File: config.mk
export PLATFORM = sky130hd
export DESIGN_NAME = ssf_status
export DESIGN_NICKNAME = d
export VERILOG_FILES = /design/src/hdl/ssf_pkg.sv /design/src/hdl/ssf_status.sv
export SDC_FILE = /design/constraint.sdc
export NUM_CORES = 1
export LEC_CHECK = 0
export BUFFER_PORTS_ARGS = -buffer_cell sky130_fd_sc_hd__buf_4
export CORE_ASPECT_RATIO = 0.75
export CORE_MARGIN = 10
export CORE_UTILIZATION = 47
export DETAILED_ROUTE_END_ITERATION = 12
export PLACE_DENSITY = 0.8
export SYNTH_ARGS = -nofsm -noshare
export SYNTH_HDL_FRONTEND = slang
export SYNTH_SLANG_ARGS = --single-unit
File: constraint.sdc
create_clock -name pclk -period 2.3 [get_ports pclk]
set_clock_uncertainty 0.1 [all_clocks]
set_input_delay 0.23 -clock pclk [delete_from_list [all_inputs] [get_ports pclk]]
set_output_delay 0.23 -clock pclk [all_outputs]
set_load 0.05 [all_outputs]
File: src/hdl/ssf_pkg.sv
// Package: register map, field positions, reset values and carriers of the serial status flags
package ssf_pkg;

  // ----------------------------------------------------------------
  // Register byte addresses
  // ----------------------------------------------------------------
  localparam logic [7:0] SSF_OFS_STATUS   = 8'h00;
  localparam logic [7:0] SSF_OFS_CONTROL  = 8'h04;
  localparam logic [7:0] SSF_OFS_MODE     = 8'h08;
  localparam logic [7:0] SSF_OFS_TX_DATA  = 8'h0C;
  localparam logic [7:0] SSF_OFS_RX_DATA  = 8'h10;
  localparam logic [7:0] SSF_OFS_IRQ_STAT = 8'h14;
  localparam logic [7:0] SSF_OFS_IRQ_MASK = 8'h18;

  // ----------------------------------------------------------------
  // Status register field positions
  // ----------------------------------------------------------------
  localparam int SSF_B_TX_EMPTY = 7;
  localparam int SSF_B_RX_FULL  = 6;
  localparam int SSF_B_OVERRUN  = 5;
  localparam int SSF_B_FRAMING  = 4;
  localparam int SSF_B_PARITY   = 3;
  localparam int SSF_B_TX_END   = 2;
  localparam int SSF_B_RX_MPB   = 1;
  localparam int SSF_B_TX_MPB   = 0;

  // Control and mode fields
  localparam int SSF_B_TX_EN    = 0;
  localparam int SSF_B_RX_EN    = 1;
  localparam int SSF_B_SC_SEL   = 0;

  // Interrupt status / mask fields
  localparam int SSF_I_TX_EMPTY = 0;
  localparam int SSF_I_RX_FULL  = 1;
  localparam int SSF_I_ERROR    = 2;
  localparam int SSF_I_TX_END   = 3;

  // ----------------------------------------------------------------
  // Reset values
  // ----------------------------------------------------------------
  localparam logic       SSF_RST_TX_EMPTY = 1'b1;
  localparam logic       SSF_RST_TX_END   = 1'b1;
  localparam logic       SSF_RST_FLAG     = 1'b0;
  localparam logic [7:0] SSF_RST_BYTE     = 8'h00;
  localparam logic [3:0] SSF_RST_NIBBLE   = 4'h0;

  // ----------------------------------------------------------------
  // Carriers
  // ----------------------------------------------------------------
  typedef struct packed {
    logic [7:0] data;
    logic       rx_multiproc_bit;
    logic       parity_err;
    logic       framing_err;
  } ssf_rx_frame_t;

  typedef struct packed {
    logic [7:0] data;
    logic       rx_multiproc_bit;
  } ssf_tx_word_t;

endpackage : ssf_pkg

File: src/hdl/ssf_status.sv
// Module: status flags, data registers and APB slave of a serial interface
// Notes on behaviour
// - Transmit end sets when disabled or drained
// - Normal mode: empty-flag clear also clears end
// - Normal mode: DMA data write clears end
// - Receive multiprocessor bit captured, read-only, kept
// - Transmit multiprocessor bit appended to frames
// - Flags take zero writes only, to clear
// - Smart-card select switches flag interpretation
// - Empty flag sets when disabled or loaded
// - Empty flag clears by zero write or DMA
// - Full flag sets on clean reception
// - Full flag clears by zero write or DMA
// - Receiver disable leaves full flag alone
// - Overrun keeps old data, blocks reception
// - Parity/framing error moves data, no full
`timescale 1ns/1ns
module ssf_status
  import ssf_pkg::*;
(
  input  wire logic          pclk,
  input  wire logic          presetn,
  input  wire logic          psel,
  input  wire logic          penable,
  input  wire logic          pwrite,
  input  wire logic [7:0]    paddr,
  input  wire logic [31:0]   pwdata,
  output logic [31:0]        prdata,
  output logic               pready,
  output logic               pslverr,
  input  wire logic          tx_load,
  input  wire logic          tx_last_bit,
  output ssf_tx_word_t       tx_word,
  output logic               tx_enable_bit,
  input  wire logic          rx_done,
  input  wire ssf_rx_frame_t rx_frame,
  output logic               rx_enable_bit,
  output logic               rx_blocked,
  input  wire logic          dma_tx_wr,
  input  wire logic [7:0]    dma_tx_data,
  input  wire logic          dma_rx_rd,
  output logic               tx_irq,
  output logic               rx_irq,
  output logic               irq
);

  // ----------------------------------------------------------------
  // Registers
  // ----------------------------------------------------------------
  logic       tx_empty_flag_r;
  logic       rx_full_flag_r;
  logic       overrun_flag_r;
  logic       framing_error_flag_r;
  logic       parity_error_flag_r;
  logic       tx_end_flag_r;
  logic       rx_multiproc_bit_r;
  logic       tx_multiproc_bit_r;
  logic [1:0] serial_control_reg_r;
  logic       smartcard_select_r;
  logic [7:0] tx_data_reg_r;
  logic [7:0] rx_data_reg_r;
  logic [3:0] irq_stat_r;
  logic [3:0] irq_mask_r;
  logic [7:0] armed_r;
  logic [31:0] prdata_r;

  logic       setup;
  logic       wr;
  logic       rd;
  logic       hit;
  logic       wr_status;
  logic [7:0] status_now;
  logic       clr_tx_empty;
  logic       clr_rx_full;
  logic       clr_overrun;
  logic       clr_framing;
  logic       clr_parity;
  logic       set_tx_empty;
  logic       set_tx_end;
  logic       clr_tx_end;
  logic       rx_accept;
  logic       rx_clean;
  logic       rx_overrun;
  logic       rx_bad;

  // ----------------------------------------------------------------
  // Address decode
  // ----------------------------------------------------------------
  function automatic logic ssf_sel(input logic [7:0] a, input logic [7:0] ofs);
    ssf_sel = (a == ofs);
  endfunction : ssf_sel

  // Zero written to a flag that was seen set by a status read
  function automatic logic ssf_zero_clr(input logic w, input logic [31:0] d,
                                        input logic [7:0] arm, input int b);
    ssf_zero_clr = w && !d[b] && arm[b];
  endfunction : ssf_zero_clr

  assign setup = psel && !penable;
  assign wr    = psel && penable && pwrite;
  assign rd    = psel && penable && !pwrite;
  assign hit   = ssf_sel(paddr, SSF_OFS_STATUS) || ssf_sel(paddr, SSF_OFS_CONTROL) ||
                 ssf_sel(paddr, SSF_OFS_MODE) || ssf_sel(paddr, SSF_OFS_TX_DATA) ||
                 ssf_sel(paddr, SSF_OFS_RX_DATA) || ssf_sel(paddr, SSF_OFS_IRQ_STAT) ||
                 ssf_sel(paddr, SSF_OFS_IRQ_MASK);
  assign wr_status = wr && ssf_sel(paddr, SSF_OFS_STATUS);

  assign pready  = 1'b1;
  assign pslverr = psel && penable && !hit;
  assign prdata  = prdata_r;

  assign status_now = {tx_empty_flag_r, rx_full_flag_r, overrun_flag_r, framing_error_flag_r,
                       parity_error_flag_r, tx_end_flag_r, rx_multiproc_bit_r, tx_multiproc_bit_r};

  // ----------------------------------------------------------------
  // Read data, captured in the setup cycle
  // ----------------------------------------------------------------
  always_ff @(posedge pclk or negedge presetn) begin
    if (!presetn) begin
      prdata_r <= 32'h0000_0000;
    end else if (setup && !pwrite) begin
      unique case (1'b1)
        ssf_sel(paddr, SSF_OFS_STATUS):   prdata_r <= {24'h00_0000, status_now};
        ssf_sel(paddr, SSF_OFS_CONTROL):  prdata_r <= {30'h0000_0000, serial_control_reg_r};
        ssf_sel(paddr, SSF_OFS_MODE):     prdata_r <= {31'h0000_0000, smartcard_select_r};
        ssf_sel(paddr, SSF_OFS_TX_DATA):  prdata_r <= {24'h00_0000, tx_data_reg_r};
        ssf_sel(paddr, SSF_OFS_RX_DATA):  prdata_r <= {24'h00_0000, rx_data_reg_r};
        ssf_sel(paddr, SSF_OFS_IRQ_STAT): prdata_r <= {28'h000_0000, irq_stat_r};
        ssf_sel(paddr, SSF_OFS_IRQ_MASK): prdata_r <= {28'h000_0000, irq_mask_r};
        default:                          prdata_r <= 32'h0000_0000;
      endcase
    end
  end

  // ----------------------------------------------------------------
  // Read-then-write-zero arming
  // ----------------------------------------------------------------
  // Arming uses the captured read value, so a zero write clears only a flag the CPU saw as 1
  always_ff @(posedge pclk or negedge presetn) begin
    if (!presetn) begin
      armed_r <= SSF_RST_BYTE;
    end else if (wr_status) begin
      armed_r <= SSF_RST_BYTE;
    end else if (rd && ssf_sel(paddr, SSF_OFS_STATUS)) begin
      armed_r <= prdata_r[7:0];
    end
  end

  assign clr_tx_empty = ssf_zero_clr(wr_status, pwdata, armed_r, SSF_B_TX_EMPTY) || dma_tx_wr;
  assign clr_rx_full  = ssf_zero_clr(wr_status, pwdata, armed_r, SSF_B_RX_FULL) || dma_rx_rd;
  assign clr_overrun  = ssf_zero_clr(wr_status, pwdata, armed_r, SSF_B_OVERRUN);
  assign clr_framing  = ssf_zero_clr(wr_status, pwdata, armed_r, SSF_B_FRAMING);
  assign clr_parity   = ssf_zero_clr(wr_status, pwdata, armed_r, SSF_B_PARITY);

  // ----------------------------------------------------------------
  // Control, mode and interrupt mask
  // ----------------------------------------------------------------
  always_ff @(posedge pclk or negedge presetn) begin
    if (!presetn) begin
      serial_control_reg_r <= 2'h0;
      smartcard_select_r   <= SSF_RST_FLAG;
      irq_mask_r           <= SSF_RST_NIBBLE;
    end else if (wr) begin
      if (ssf_sel(paddr, SSF_OFS_CONTROL)) begin
        serial_control_reg_r <= pwdata[1:0];
      end
      if (ssf_sel(paddr, SSF_OFS_MODE)) begin
        smartcard_select_r <= pwdata[SSF_B_SC_SEL];
      end
      if (ssf_sel(paddr, SSF_OFS_IRQ_MASK)) begin
        irq_mask_r <= pwdata[3:0];
      end
    end
  end

  assign tx_enable_bit = serial_control_reg_r[SSF_B_TX_EN];
  assign rx_enable_bit = serial_control_reg_r[SSF_B_RX_EN];

  // ----------------------------------------------------------------
  // Transmit side
  // ----------------------------------------------------------------
  // writable multiprocessor bit
  always_ff @(posedge pclk or negedge presetn) begin
    if (!presetn) begin
      tx_multiproc_bit_r <= SSF_RST_FLAG;
    end else if (wr_status) begin
      tx_multiproc_bit_r <= pwdata[SSF_B_TX_MPB];
    end
  end

  always_ff @(posedge pclk or negedge presetn) begin
    if (!presetn) begin
      tx_data_reg_r <= SSF_RST_BYTE;
    end else if (dma_tx_wr) begin
      tx_data_reg_r <= dma_tx_data;
    end else if (wr && ssf_sel(paddr, SSF_OFS_TX_DATA)) begin
      tx_data_reg_r <= pwdata[7:0];
    end
  end

  assign tx_word = '{data: tx_data_reg_r, rx_multiproc_bit: tx_multiproc_bit_r};

  assign set_tx_empty = !tx_enable_bit || tx_load;

  always_ff @(posedge pclk or negedge presetn) begin
    if (!presetn) begin
      tx_empty_flag_r <= SSF_RST_TX_EMPTY;
    end else if (set_tx_empty) begin
      tx_empty_flag_r <= 1'b1;
    end else if (clr_tx_empty) begin
      tx_empty_flag_r <= 1'b0;
    end
  end

  assign set_tx_end = !tx_enable_bit || (tx_last_bit && tx_empty_flag_r);
  // smart-card mode clears the end flag on tx_load
  // clears with empty flag, DMA write
  assign clr_tx_end = smartcard_select_r ? tx_load : clr_tx_empty;

  always_ff @(posedge pclk or negedge presetn) begin
    if (!presetn) begin
      tx_end_flag_r <= SSF_RST_TX_END;
    end else if (set_tx_end) begin
      tx_end_flag_r <= 1'b1;
    end else if (clr_tx_end) begin
      tx_end_flag_r <= 1'b0;
    end
  end

  assign tx_irq = tx_enable_bit && tx_empty_flag_r;

  // ----------------------------------------------------------------
  // Receive side
  // ----------------------------------------------------------------
  // any error flag stops reception
  assign rx_blocked = overrun_flag_r || parity_error_flag_r || framing_error_flag_r;
  assign rx_accept  = rx_done && !rx_blocked;
  assign rx_overrun = rx_accept && rx_full_flag_r;
  assign rx_bad     = rx_accept && !rx_full_flag_r && (rx_frame.parity_err || rx_frame.framing_err);
  assign rx_clean   = rx_accept && !rx_full_flag_r && !rx_frame.parity_err && !rx_frame.framing_err;

  // errored data still stored; old data kept on overrun
  always_ff @(posedge pclk or negedge presetn) begin
    if (!presetn) begin
      rx_data_reg_r <= SSF_RST_BYTE;
    end else if (rx_accept && !rx_full_flag_r) begin
      rx_data_reg_r <= rx_frame.data;
    end
  end

  always_ff @(posedge pclk or negedge presetn) begin
    if (!presetn) begin
      rx_multiproc_bit_r <= SSF_RST_FLAG;
    end else if (rx_accept && !rx_full_flag_r) begin
      rx_multiproc_bit_r <= rx_frame.rx_multiproc_bit;
    end
  end

  // full set; clear; no enable term; set wins
  always_ff @(posedge pclk or negedge presetn) begin
    if (!presetn) begin
      rx_full_flag_r <= SSF_RST_FLAG;
    end else if (rx_clean) begin
      rx_full_flag_r <= 1'b1;
    end else if (clr_rx_full) begin
      rx_full_flag_r <= 1'b0;
    end
  end

  always_ff @(posedge pclk or negedge presetn) begin
    if (!presetn) begin
      overrun_flag_r       <= SSF_RST_FLAG;
      parity_error_flag_r  <= SSF_RST_FLAG;
      framing_error_flag_r <= SSF_RST_FLAG;
    end else begin
      if (rx_overrun) begin
        overrun_flag_r <= 1'b1;
      end else if (clr_overrun) begin
        overrun_flag_r <= 1'b0;
      end
      if (rx_bad && rx_frame.parity_err) begin
        parity_error_flag_r <= 1'b1;
      end else if (clr_parity) begin
        parity_error_flag_r <= 1'b0;
      end
      if (rx_bad && rx_frame.framing_err) begin
        framing_error_flag_r <= 1'b1;
      end else if (clr_framing) begin
        framing_error_flag_r <= 1'b0;
      end
    end
  end

  assign rx_irq = rx_full_flag_r;

  // ----------------------------------------------------------------
  // Interrupt status and output
  // ----------------------------------------------------------------
  logic [3:0] irq_set;
  assign irq_set = {set_tx_end && !tx_end_flag_r,
                    rx_overrun || rx_bad,
                    rx_clean,
                    set_tx_empty && !tx_empty_flag_r};

  always_ff @(posedge pclk or negedge presetn) begin
    if (!presetn) begin
      irq_stat_r <= SSF_RST_NIBBLE;
    end else begin
      irq_stat_r <= irq_set | (irq_stat_r &
                    ~((wr && ssf_sel(paddr, SSF_OFS_IRQ_STAT)) ? pwdata[3:0] : 4'h0));
    end
  end

  assign irq = |(irq_stat_r & irq_mask_r);

  // ----------------------------------------------------------------
  // Checks
  // ----------------------------------------------------------------
  AST_TX_END_FLAG_SET: assert property (@(posedge pclk) disable iff (!presetn)
    !tx_enable_bit |=> tx_end_flag_r) else $error("end flag not set while disabled");

  AST_TX_END_FLAG_CLR_SW: assert property (@(posedge pclk) disable iff (!presetn)
    (!smartcard_select_r && wr_status && armed_r[SSF_B_TX_EMPTY] && !pwdata[SSF_B_TX_EMPTY] && !set_tx_end)
    |=> !tx_end_flag_r) else $error("end flag not cleared by zero write");

  AST_TX_END_FLAG_CLR_DMA: assert property (@(posedge pclk) disable iff (!presetn)
    (!smartcard_select_r && dma_tx_wr && !set_tx_end) |=> !tx_end_flag_r)
    else $error("end flag not cleared by DMA write");

  AST_RX_MPB: assert property (@(posedge pclk) disable iff (!presetn)
    (rx_done && !rx_blocked && !rx_full_flag_r) |=> rx_multiproc_bit_r == $past(rx_frame.rx_multiproc_bit))
    else $error("receive multiprocessor bit not captured");

  AST_TX_MPB: assert property (@(posedge pclk) disable iff (!presetn)
    wr_status |=> tx_word.rx_multiproc_bit == $past(pwdata[SSF_B_TX_MPB]))
    else $error("transmit multiprocessor bit not applied");

  AST_W1_IGNORED: assert property (@(posedge pclk) disable iff (!presetn)
    (wr_status && pwdata[SSF_B_RX_FULL] && !rx_full_flag_r && !rx_clean) |=> !rx_full_flag_r)
    else $error("writing one set a flag");

  AST_TX_EMPTY_FLAG_SET: assert property (@(posedge pclk) disable iff (!presetn)
    tx_load |=> tx_empty_flag_r) else $error("empty flag not set on load");

  AST_RX_FULL_FLAG_SET: assert property (@(posedge pclk) disable iff (!presetn)
    (rx_done && !rx_blocked && !rx_full_flag_r && !rx_frame.parity_err && !rx_frame.framing_err)
    |=> rx_full_flag_r && rx_data_reg_r == $past(rx_frame.data)) else $error("clean reception lost");

  AST_RX_FULL_FLAG_CLR: assert property (@(posedge pclk) disable iff (!presetn)
    (dma_rx_rd && !rx_clean) |=> !rx_full_flag_r) else $error("full flag not cleared by DMA");

  AST_OVERRUN: assert property (@(posedge pclk) disable iff (!presetn)
    (rx_done && rx_full_flag_r && !rx_blocked) |=> overrun_flag_r && rx_blocked && $stable(rx_data_reg_r))
    else $error("overrun not flagged or data overwritten");

  AST_ERR_MOVE: assert property (@(posedge pclk) disable iff (!presetn)
    rx_bad |=> !rx_full_flag_r && rx_data_reg_r == $past(rx_frame.data))
    else $error("errored data handling wrong");

endmodule : ssf_status

After elaboration in Yosys (flattened, before gate mapping)
Index checks and enable logic that the tools add are counted.

cells by class
  eq/ne operators = 6
  mux-type cells = 19
  bitwise operators = 4
  reductions and logical operators = 74

operator list
  kind                  count
  $pmux W8 S7           1
  $logic_and A1 B1 Y1   32
  $mux W8               4
  $eq A8 B5 Y1 const B  3
  $eq A8 B4 Y1 const B  2
  $reduce_bool A2 Y1    8
  $logic_not A1 Y1      15
  $logic_or A1 B1 Y1    14
  $mux W1               13
  $and A4 B4 Y4         2
  $eq A8 B3 Y1 const B  1
  $logic_not A8 Y1      1
  $reduce_and A2 Y1     3
  $mux W4               1
  $not A4 Y4            1
  $or A4 B4 Y4          1
  $reduce_or A4 Y1      1

storage, ports and cells
  register bits after elaboration = 75

Longest topological paths before layout
Gate-level depths: netlist of the first run.

  depth in word-level cells = 9
  gate-level depth with buffers = 6

Worst setup path before layout of the first run
No wires, ideal clock.

  kind = input to register
  start point = input port paddr[5]
  end point = register tx_data_reg_r[0]
  library setup time = 127 ps
  arrival = 1,644 ps
  required time = 2,073 ps
  slack = 429 ps
  cell stages on the path = 5
  buffers on the path = 1
  cells stage by stage = or3_1 -> buf_6 -> nor4_4 -> mux2i_1 -> o21ai_2

between the ends
  cells in the longest elaborated chain, start to end = 3

RTL lines
  element                       RTL line           RTL
  from (decl)                   ssf_status.sv:26   input wire logic [7:0] paddr,
  $eq A8 B4 Y1                  ssf_status.sv:90   ssf_sel = (a == ofs);
  $logic_and A1 B1 Y1           ssf_status.sv:196  end else if (wr && ssf_sel(paddr, SSF_OFS_TX_DATA)) begin
  $reduce_bool A2 Y1 (no line)  -
  to (signal assigned)          ssf_status.sv:195  tx_data_reg_r <= dma_tx_data;
  to (signal assigned)          ssf_status.sv:197  tx_data_reg_r <= pwdata[7:0];
  to (decl)                     ssf_status.sv:60   logic [7:0] tx_data_reg_r;

Every way passes these cells.
A chain may end at the register's enable or synchronous reset.

Worst setup path after layout of the first run
  start point = input port paddr[5]
  end point = output port pslverr

between the ends
  cells in the longest elaborated chain, start to end = 9
  elaborated cells between the ends (all ways) = 15

RTL lines
  element                                           RTL line           RTL
  $eq A8 B3 Y1 or $logic_not A8 Y1 (tied branches)  ssf_status.sv:90
  $logic_or A1 B1 Y1 (2 in series)                  ssf_status.sv:102  assign hit = ssf_sel(paddr, SSF_OFS_STATUS) || ssf_sel(paddr, SSF_OFS_CONTROL) ||
  $logic_or A1 B1 Y1 (2 in series)                  ssf_status.sv:103  ssf_sel(paddr, SSF_OFS_MODE) || ssf_sel(paddr, SSF_OFS_TX_DATA) ||
  $logic_or A1 B1 Y1                                ssf_status.sv:104  ssf_sel(paddr, SSF_OFS_RX_DATA) || ssf_sel(paddr, SSF_OFS_IRQ_STAT) ||
  $logic_or A1 B1 Y1 *                              ssf_status.sv:104
  $logic_not A1 Y1 *                                ssf_status.sv:109  assign pslverr = psel && penable && !hit;
  $logic_and A1 B1 Y1 *                             ssf_status.sv:109
  to (decl)                                         ssf_status.sv:30   output logic pslverr,

Every way passes the cells marked *; elsewhere a longest branch is shown, timed or not.

==> results.json, run 1 <==
{
  "outcome": "finished clean",
  "r2r_cells": 5,
  "io_buffers": 68,
  "avgSynthCellArea_um2": 10.4,
  "fp.dieH_um": 84.2,
  "fillers": 464,
  "cts_max_level": 2,
  "dpl.hpwl_mm": 5.61,
  "vias_per_cell": 5.26,
  "synth_top_family_by_area": "simple AND/OR/NAND/NOR gates",
  "holdPathStages": 3,
  "drcViolationCount": 0,
  "synth_edf_count": 0,
  "regToRegSetupSlack_ps": 490,
  "synth-adder-area-share_pct": 0,
  "cap_violations": 0,
  "min_to": "tx_data_reg_r[6]",
  "dr.first_iter.drc_count": 200,
  "final_cell_mix": "buf_4, dfrtp_1, conb_1, nand2_1",
  "worst-path-max-fanout": 9,
  "firstDrtPassIters": 5,
  "totalWireLength_mm": 7.14,
  "ys_types": 49,
  "vias": 2078,
  "setup_tns_ps": 0,
  "final_common_cell": "buf_4",
  "cts_inserted_buffers": 5,
  "area_growth_pct": 25.3,
  "ys.flop_type": "dfrtp_1",
  "maxSlewHeadroom_pct": 59.7,
  "max_freq_mhz": 515,
  "cts_tree": "built",
  "worst_hold_slack_ps": 32.7,
  "regArea_um2": 1200,
  "hold_path.class": "input port to register",
  "start_util_pct": 48.5,
  "worstSkewPairLatency_ps": 300,
  "antenna_found_initial": 0,
  "synth-async-reset-ratio_pct": 100,
  "r2r_start": "parity_error_flag_r",
  "critical_path_class": "input port to primary output",
  "ys_seq_area_share_pct": 46.7,
  "worst_hold_startpoint": "dma_tx_data[6]",
  "core_um2": 5320,
  "cp-end-kind": "primary output",
  "layout_min_cycle_time_ps": 1940,
  "drive_above_1_share_pct": 34.1,
  "die_area_um2": 8880,
  "first_global_vias": 2211,
  "multi_input_area_um2": 1190,
  "pin_count": 118,
  "routedWlPerCell_um": 18.1,
  "setup_viol": 0,
  "syn_area_um2": 2580,
  "yosys_warnings": 0,
  "cp.required_ps": 1970,
  "rsz0062_at_grt": "no",
  "fin_nets": 389,
  "r2r-end": "rx_data_reg_r[3]",
  "cp_slowest_stage_delay_ps": 540,
  "fin_crit_sh_pct": 84.4,
  "rows": 23,
  "tightest_slew_ps": 605,
  "grt_overflow": 0,
  "grt_pass1_wl_mm": 11.8,
  "slew_violations": 0,
  "critical_path_arrival_ps": 1610,
  "place_congestion": 0.942,
  "grt_use_total_pct": 16.2,
  "peakVddDrop_uv": 442,
  "syn_inst": 248,
  "power_density_nw_per_um2": 720,
  "die_w_um": 106,
  "grt_start_max_net_pins": 49,
  "clk_pin_slew_ps": 90,
  "synth_mux_area_share_pct": 14.0,
  "worstPathCellList": "buf_4, or3_1, nor4_1, nor2_1, buf_4",
  "synth-seq-cells": 48,
  "crit_path_top_delay_cell": "or3_1",
  "yosys.area_share.simple_pct": 16.1,
  "final-hold-violation-count": 0,
  "clock-sinks": 48,
  "cts_root_buffer": "clkbuf_8",
  "leakagePower_uw": 0.00152,
  "synth-compound-area-share_pct": 12.3,
  "antennaDiodeCount": 0,
  "ant_nets": 0,
  "cp_common_cell": "buf_4",
  "synthXorXnorAreaFrac_pct": 0,
  "critical_path.startpoint_type": "input port",
  "clk_path_buf_depth": 2
}
==> report_power, final <==
| part | leakage (µW) | switching, µW | internal (µW) | total (µW) |
|---|---|---|---|---|
| sequential | 0.000580 | 96.6 | 979 | 1080 |
| clock | 0.0000642 | 284 | 428 | 712 |
| combinational | 0.000876 | 318 | 221 | 539 |
| total | 0.00152 | 698 | 1630 | 2330 |
==> metal layers <==
| metal | track usage [%] | part of all wire, % |
|---|---|---|
| met4 | 3.80 | 0.77 |
| met1 | 21.9 | 43 |
| met3 | 6.03 | 11 |
| met5 | 0 | 0 |
| met2 | 24.2 | 46 |
==> area by class of cell <==
cell class	instances	area share, %
Timing Repair Buffer	77	18.0
Clock inverter	2	1.86
Sequential cell	48	37.2
Inverter	10	1.16
Clock buffer	5	2.13
Tap cell	75	2.90
Multi-Input combinational cell	178	36.7
==> Yosys cell counts (all sizes together) (3+ instances only) <==
master,n,area [µm²]
a221oi,3,26.3
a22oi,4,30.0
and2,3,18.8
buf,31,223
clkbuf,4,15.0
dfrtp,46,1150
inv,10,37.5
mux2,17,191
mux2i,17,170
nand2,23,86.3
nand3b,10,75.1
nor2,9,33.8
nor3,5,30.0
nor4,5,52.6
o21ai,22,114
o2bb2ai,3,26.3
o32ai,3,26.3
or3b,3,26.3
==> repair_timing <==
action | in CTS | in global routing
gates resized for setup | 0 | 0
hold buffers | 1 | 0
setup buffers | 0 | 0
hold endpoints to repair | 46 | 0
==> cells by family (layout without fill, tap and decap cells) <==
logic type,count (synthesis),after routing
other,2,25
buffers and inverters,45,94
DFF,48,48
AOI/OAI and AO/OA,48,48
and+or+nand+nor,71,71
muxes,34,34
==> through the flow <==
| step | instance area (µm²) | power (µW) | utilization (%) | setup slack (ps) | std cells |
|---|---|---|---|---|---|
| after floorplan | 2670 | 1460 | - | 429 | 271 |
| after global placement | 3090 | 1610 | 58.1 | 315 | 387 |
| after detailed placement | 3090 | 1630 | 58.1 | 277 | 387 |
| after CTS | 3230 | 2340 | 60.7 | 360 | 395 |
| after global routing | 3230 | 2430 | 60.7 | 280 | 395 |
| final | 3230 | 2330 | 60.7 | 359 | 395 |
==> registers in the layout (all words and copies together) (netlist names), 2 cells and up <==
signal                cells
prdata                    8
rx_data_reg_r             8
tx_data_reg_r             8
armed_r                   5
irq_mask_r                4
irq_stat_r                4
serial_control_reg_r      2
==> worst max-delay path by stage <==
stage               startpoint                  to  slack (ps)  depth (start not counted)
finish                paddr[5]             pslverr         360                          5
global route          paddr[5]             pslverr         280                          5
CTS                   paddr[5]             pslverr         360                          5
detailed placement    paddr[5]              rx_irq         280                          5
global placement      paddr[5]  tx_multiproc_bit_r         320                          4
floorplan             paddr[5]    tx_data_reg_r[0]         430                          5
==> worst max-delay path, delay by kind of cell <==
kind	cells	cell delay [ps]
simple gates	3	1060
buf+inv	2	310
Note: power is estimated with default switching activity, not from simulation.
==> run 2, diff against run 1 <==
==> constraint.sdc (replaced) <==
create_clock -name pclk -period 1.9 [get_ports pclk]
set_clock_uncertainty 0.1 [all_clocks]
set_input_delay 0.19 -clock pclk [delete_from_list [all_inputs] [get_ports pclk]]
set_output_delay 0.19 -clock pclk [all_outputs]
set_load 0.05 [all_outputs]
==> run 2 against run 1 <==
Against the previous run: worst setup slack got worse by 290 ps; worst hold slack got worse by 26 ps; core utilization increased by 0.85 points; highest routed layer unchanged.
==> results.json, run 2 (synthesis gave the netlist of run 1 again) <==
{
  "final_cell_mix": "buf_4, dfrtp_1, conb_1, nand2_1",
  "cp.required_ps": 1610,
  "firstDrtPassIters": 4,
  "fillers": 439,
  "start_util_pct": 48.5,
  "place_congestion": 0.928,
  "worst_hold_slack_ps": 6.79,
  "drcViolationCount": 0,
  "max_freq_mhz": 547,
  "critical_path.startpoint_type": "input port",
  "antenna_found_initial": 0,
  "critical_path_arrival_ps": 1540,
  "core_um2": 5320,
  "worstSkewPairLatency_ps": 290,
  "worst-path-max-fanout": 7,
  "io_buffers": 68,
  "grt_use_total_pct": 15.9,
  "drive_above_1_share_pct": 35.3,
  "ant_nets": 0,
  "totalWireLength_mm": 7.19,
  "final-hold-violation-count": 0,
  "grt_pass1_wl_mm": 11.8,
  "fin_crit_sh_pct": 96.3,
  "rows": 23,
  "hold_path.class": "input port to register",
  "worstPathCellList": "buf_4, or3_1, nor4_1, nor2_1, buf_4",
  "cp-end-kind": "primary output",
  "critical_path_class": "input port to primary output",
  "routedWlPerCell_um": 17.7,
  "cts_inserted_buffers": 5,
  "maxSlewHeadroom_pct": 60.4,
  "cts_tree": "built",
  "clk_path_buf_depth": 2,
  "grt_start_max_net_pins": 49,
  "peakVddDrop_uv": 415,
  "clk_pin_slew_ps": 90,
  "vias_per_cell": 5.20,
  "die_area_um2": 8880,
  "pin_count": 118,
  "setup_tns_ps": 0,
  "placed_cells": 395,
  "ctsResizeCount": 0,
  "cp_common_cell": "buf_4",
  "crit_path_top_delay_cell": "or3_1",
  "antennaDiodeCount": 0,
  "fin_nets": 399,
  "setup_viol": 0,
  "grt_overflow": 0,
  "fp.dieH_um": 84.2,
  "cts_max_level": 2,
  "layout.cells.non_filler": 406,
  "die_w_um": 106,
  "dpl.hpwl_mm": 5.72,
  "final_common_cell": "buf_4",
  "cap_violations": 0,
  "clock-sinks": 48,
  "power_density_nw_per_um2": 800,
  "multi_input_area_um2": 1190,
  "vias": 2113,
  "slew_violations": 0,
  "regArea_um2": 1200,
  "cts_root_buffer": "clkbuf_8",
  "tightest_slew_ps": 594,
  "leakagePower_uw": 0.00155,
  "layout_min_cycle_time_ps": 1830,
  "dr.first_iter.drc_count": 177,
  "first_global_vias": 2341,
  "rsz0062_at_grt": "no",
  "cp_slowest_stage_delay_ps": 520,
  "outcome": "finished clean",
  "area_growth_pct": 27.0
}
==> run 2: changes by cell type in the layout (fill, tap and decap cells not counted), sizes merged <==
cell and delta:
buf +8, clkbuf +2, clkinvlp +1, bufinv -2
dlygate4sd3 +2
==> run 2: stage by stage <==
| step | util (%) | setup slack, ps | instance area (µm²) | power, µW |
|---|---|---|---|---|
| 2_1_floorplan | - | 69.4 | 2670 | 1770 |
| 3_3_place_gp | 59.2 | 21.3 | 3150 | 1970 |
| 3_5_place_dp | 59.2 | 7.67 | 3150 | 1990 |
| 4_1_cts | 61.6 | 76.1 | 3280 | 2630 |
| 5_1_grt | 61.6 | 27.3 | 3280 | 2730 |
| 6_report | 61.6 | 71.1 | 3280 | 2620 |
==> run 2: area by class of cell <==
cell class | instances | area share, %
flip-flops and latches | 48 | 36.7
inverters | 10 | 1.15
repair buffers | 87 | 20.2
multi-input cells | 178 | 36.2
well taps | 75 | 2.86
clock buffers | 7 | 2.63
clock inverters | 1 | 0.229
==> run 2: worst max-delay path: cells and delay by family <==
family,cells,cell delay [ps]
AND/OR/NAND/NOR,3,1040
buffers and inverters,2,310
==> run 2: routing by layer <==
metal	share of wire (%)	vias up	GRT usage (%)
met5	0	-	0
met4	0.25	0	2.70
met3	7.6	2	5.42
met2	46	74	25.2
met1	46	1037	21.0
li1	-	1000	-
==> run 2: path summary, 6_finish.rpt <==
check	startpoint	endpoint	slack (ps)	cells after the start
worst max-delay path	paddr[5]	pslverr	70	5
worst min register to register	prdata[0]	prdata[0]	380	2
worst min-delay path	dma_tx_data[4]	tx_data_reg_r[4]	7	3
min in group asynchronous	presetn	tx_data_reg_r[6]	340	2
worst max register to register	overrun_flag_r	rx_data_reg_r[7]	220	5
max in group asynchronous	presetn	prdata[1]	960	2
==> run 2: timing repair <==
action | 4_1_cts | 5_1_grt
hold endpoints to repair | 48 | 0
hold buffers | 3 | 0
setup buffers | 0 | 0
==> run 2: report_power, final <==
part / switching [µW] / total [µW] / leakage, µW / internal, µW
Clock: 344 / 640 / 0.0000445 / 296
Sequential: 123 / 1310 / 0.000580 / 1180
Combinational: 391 / 672 / 0.000925 / 281
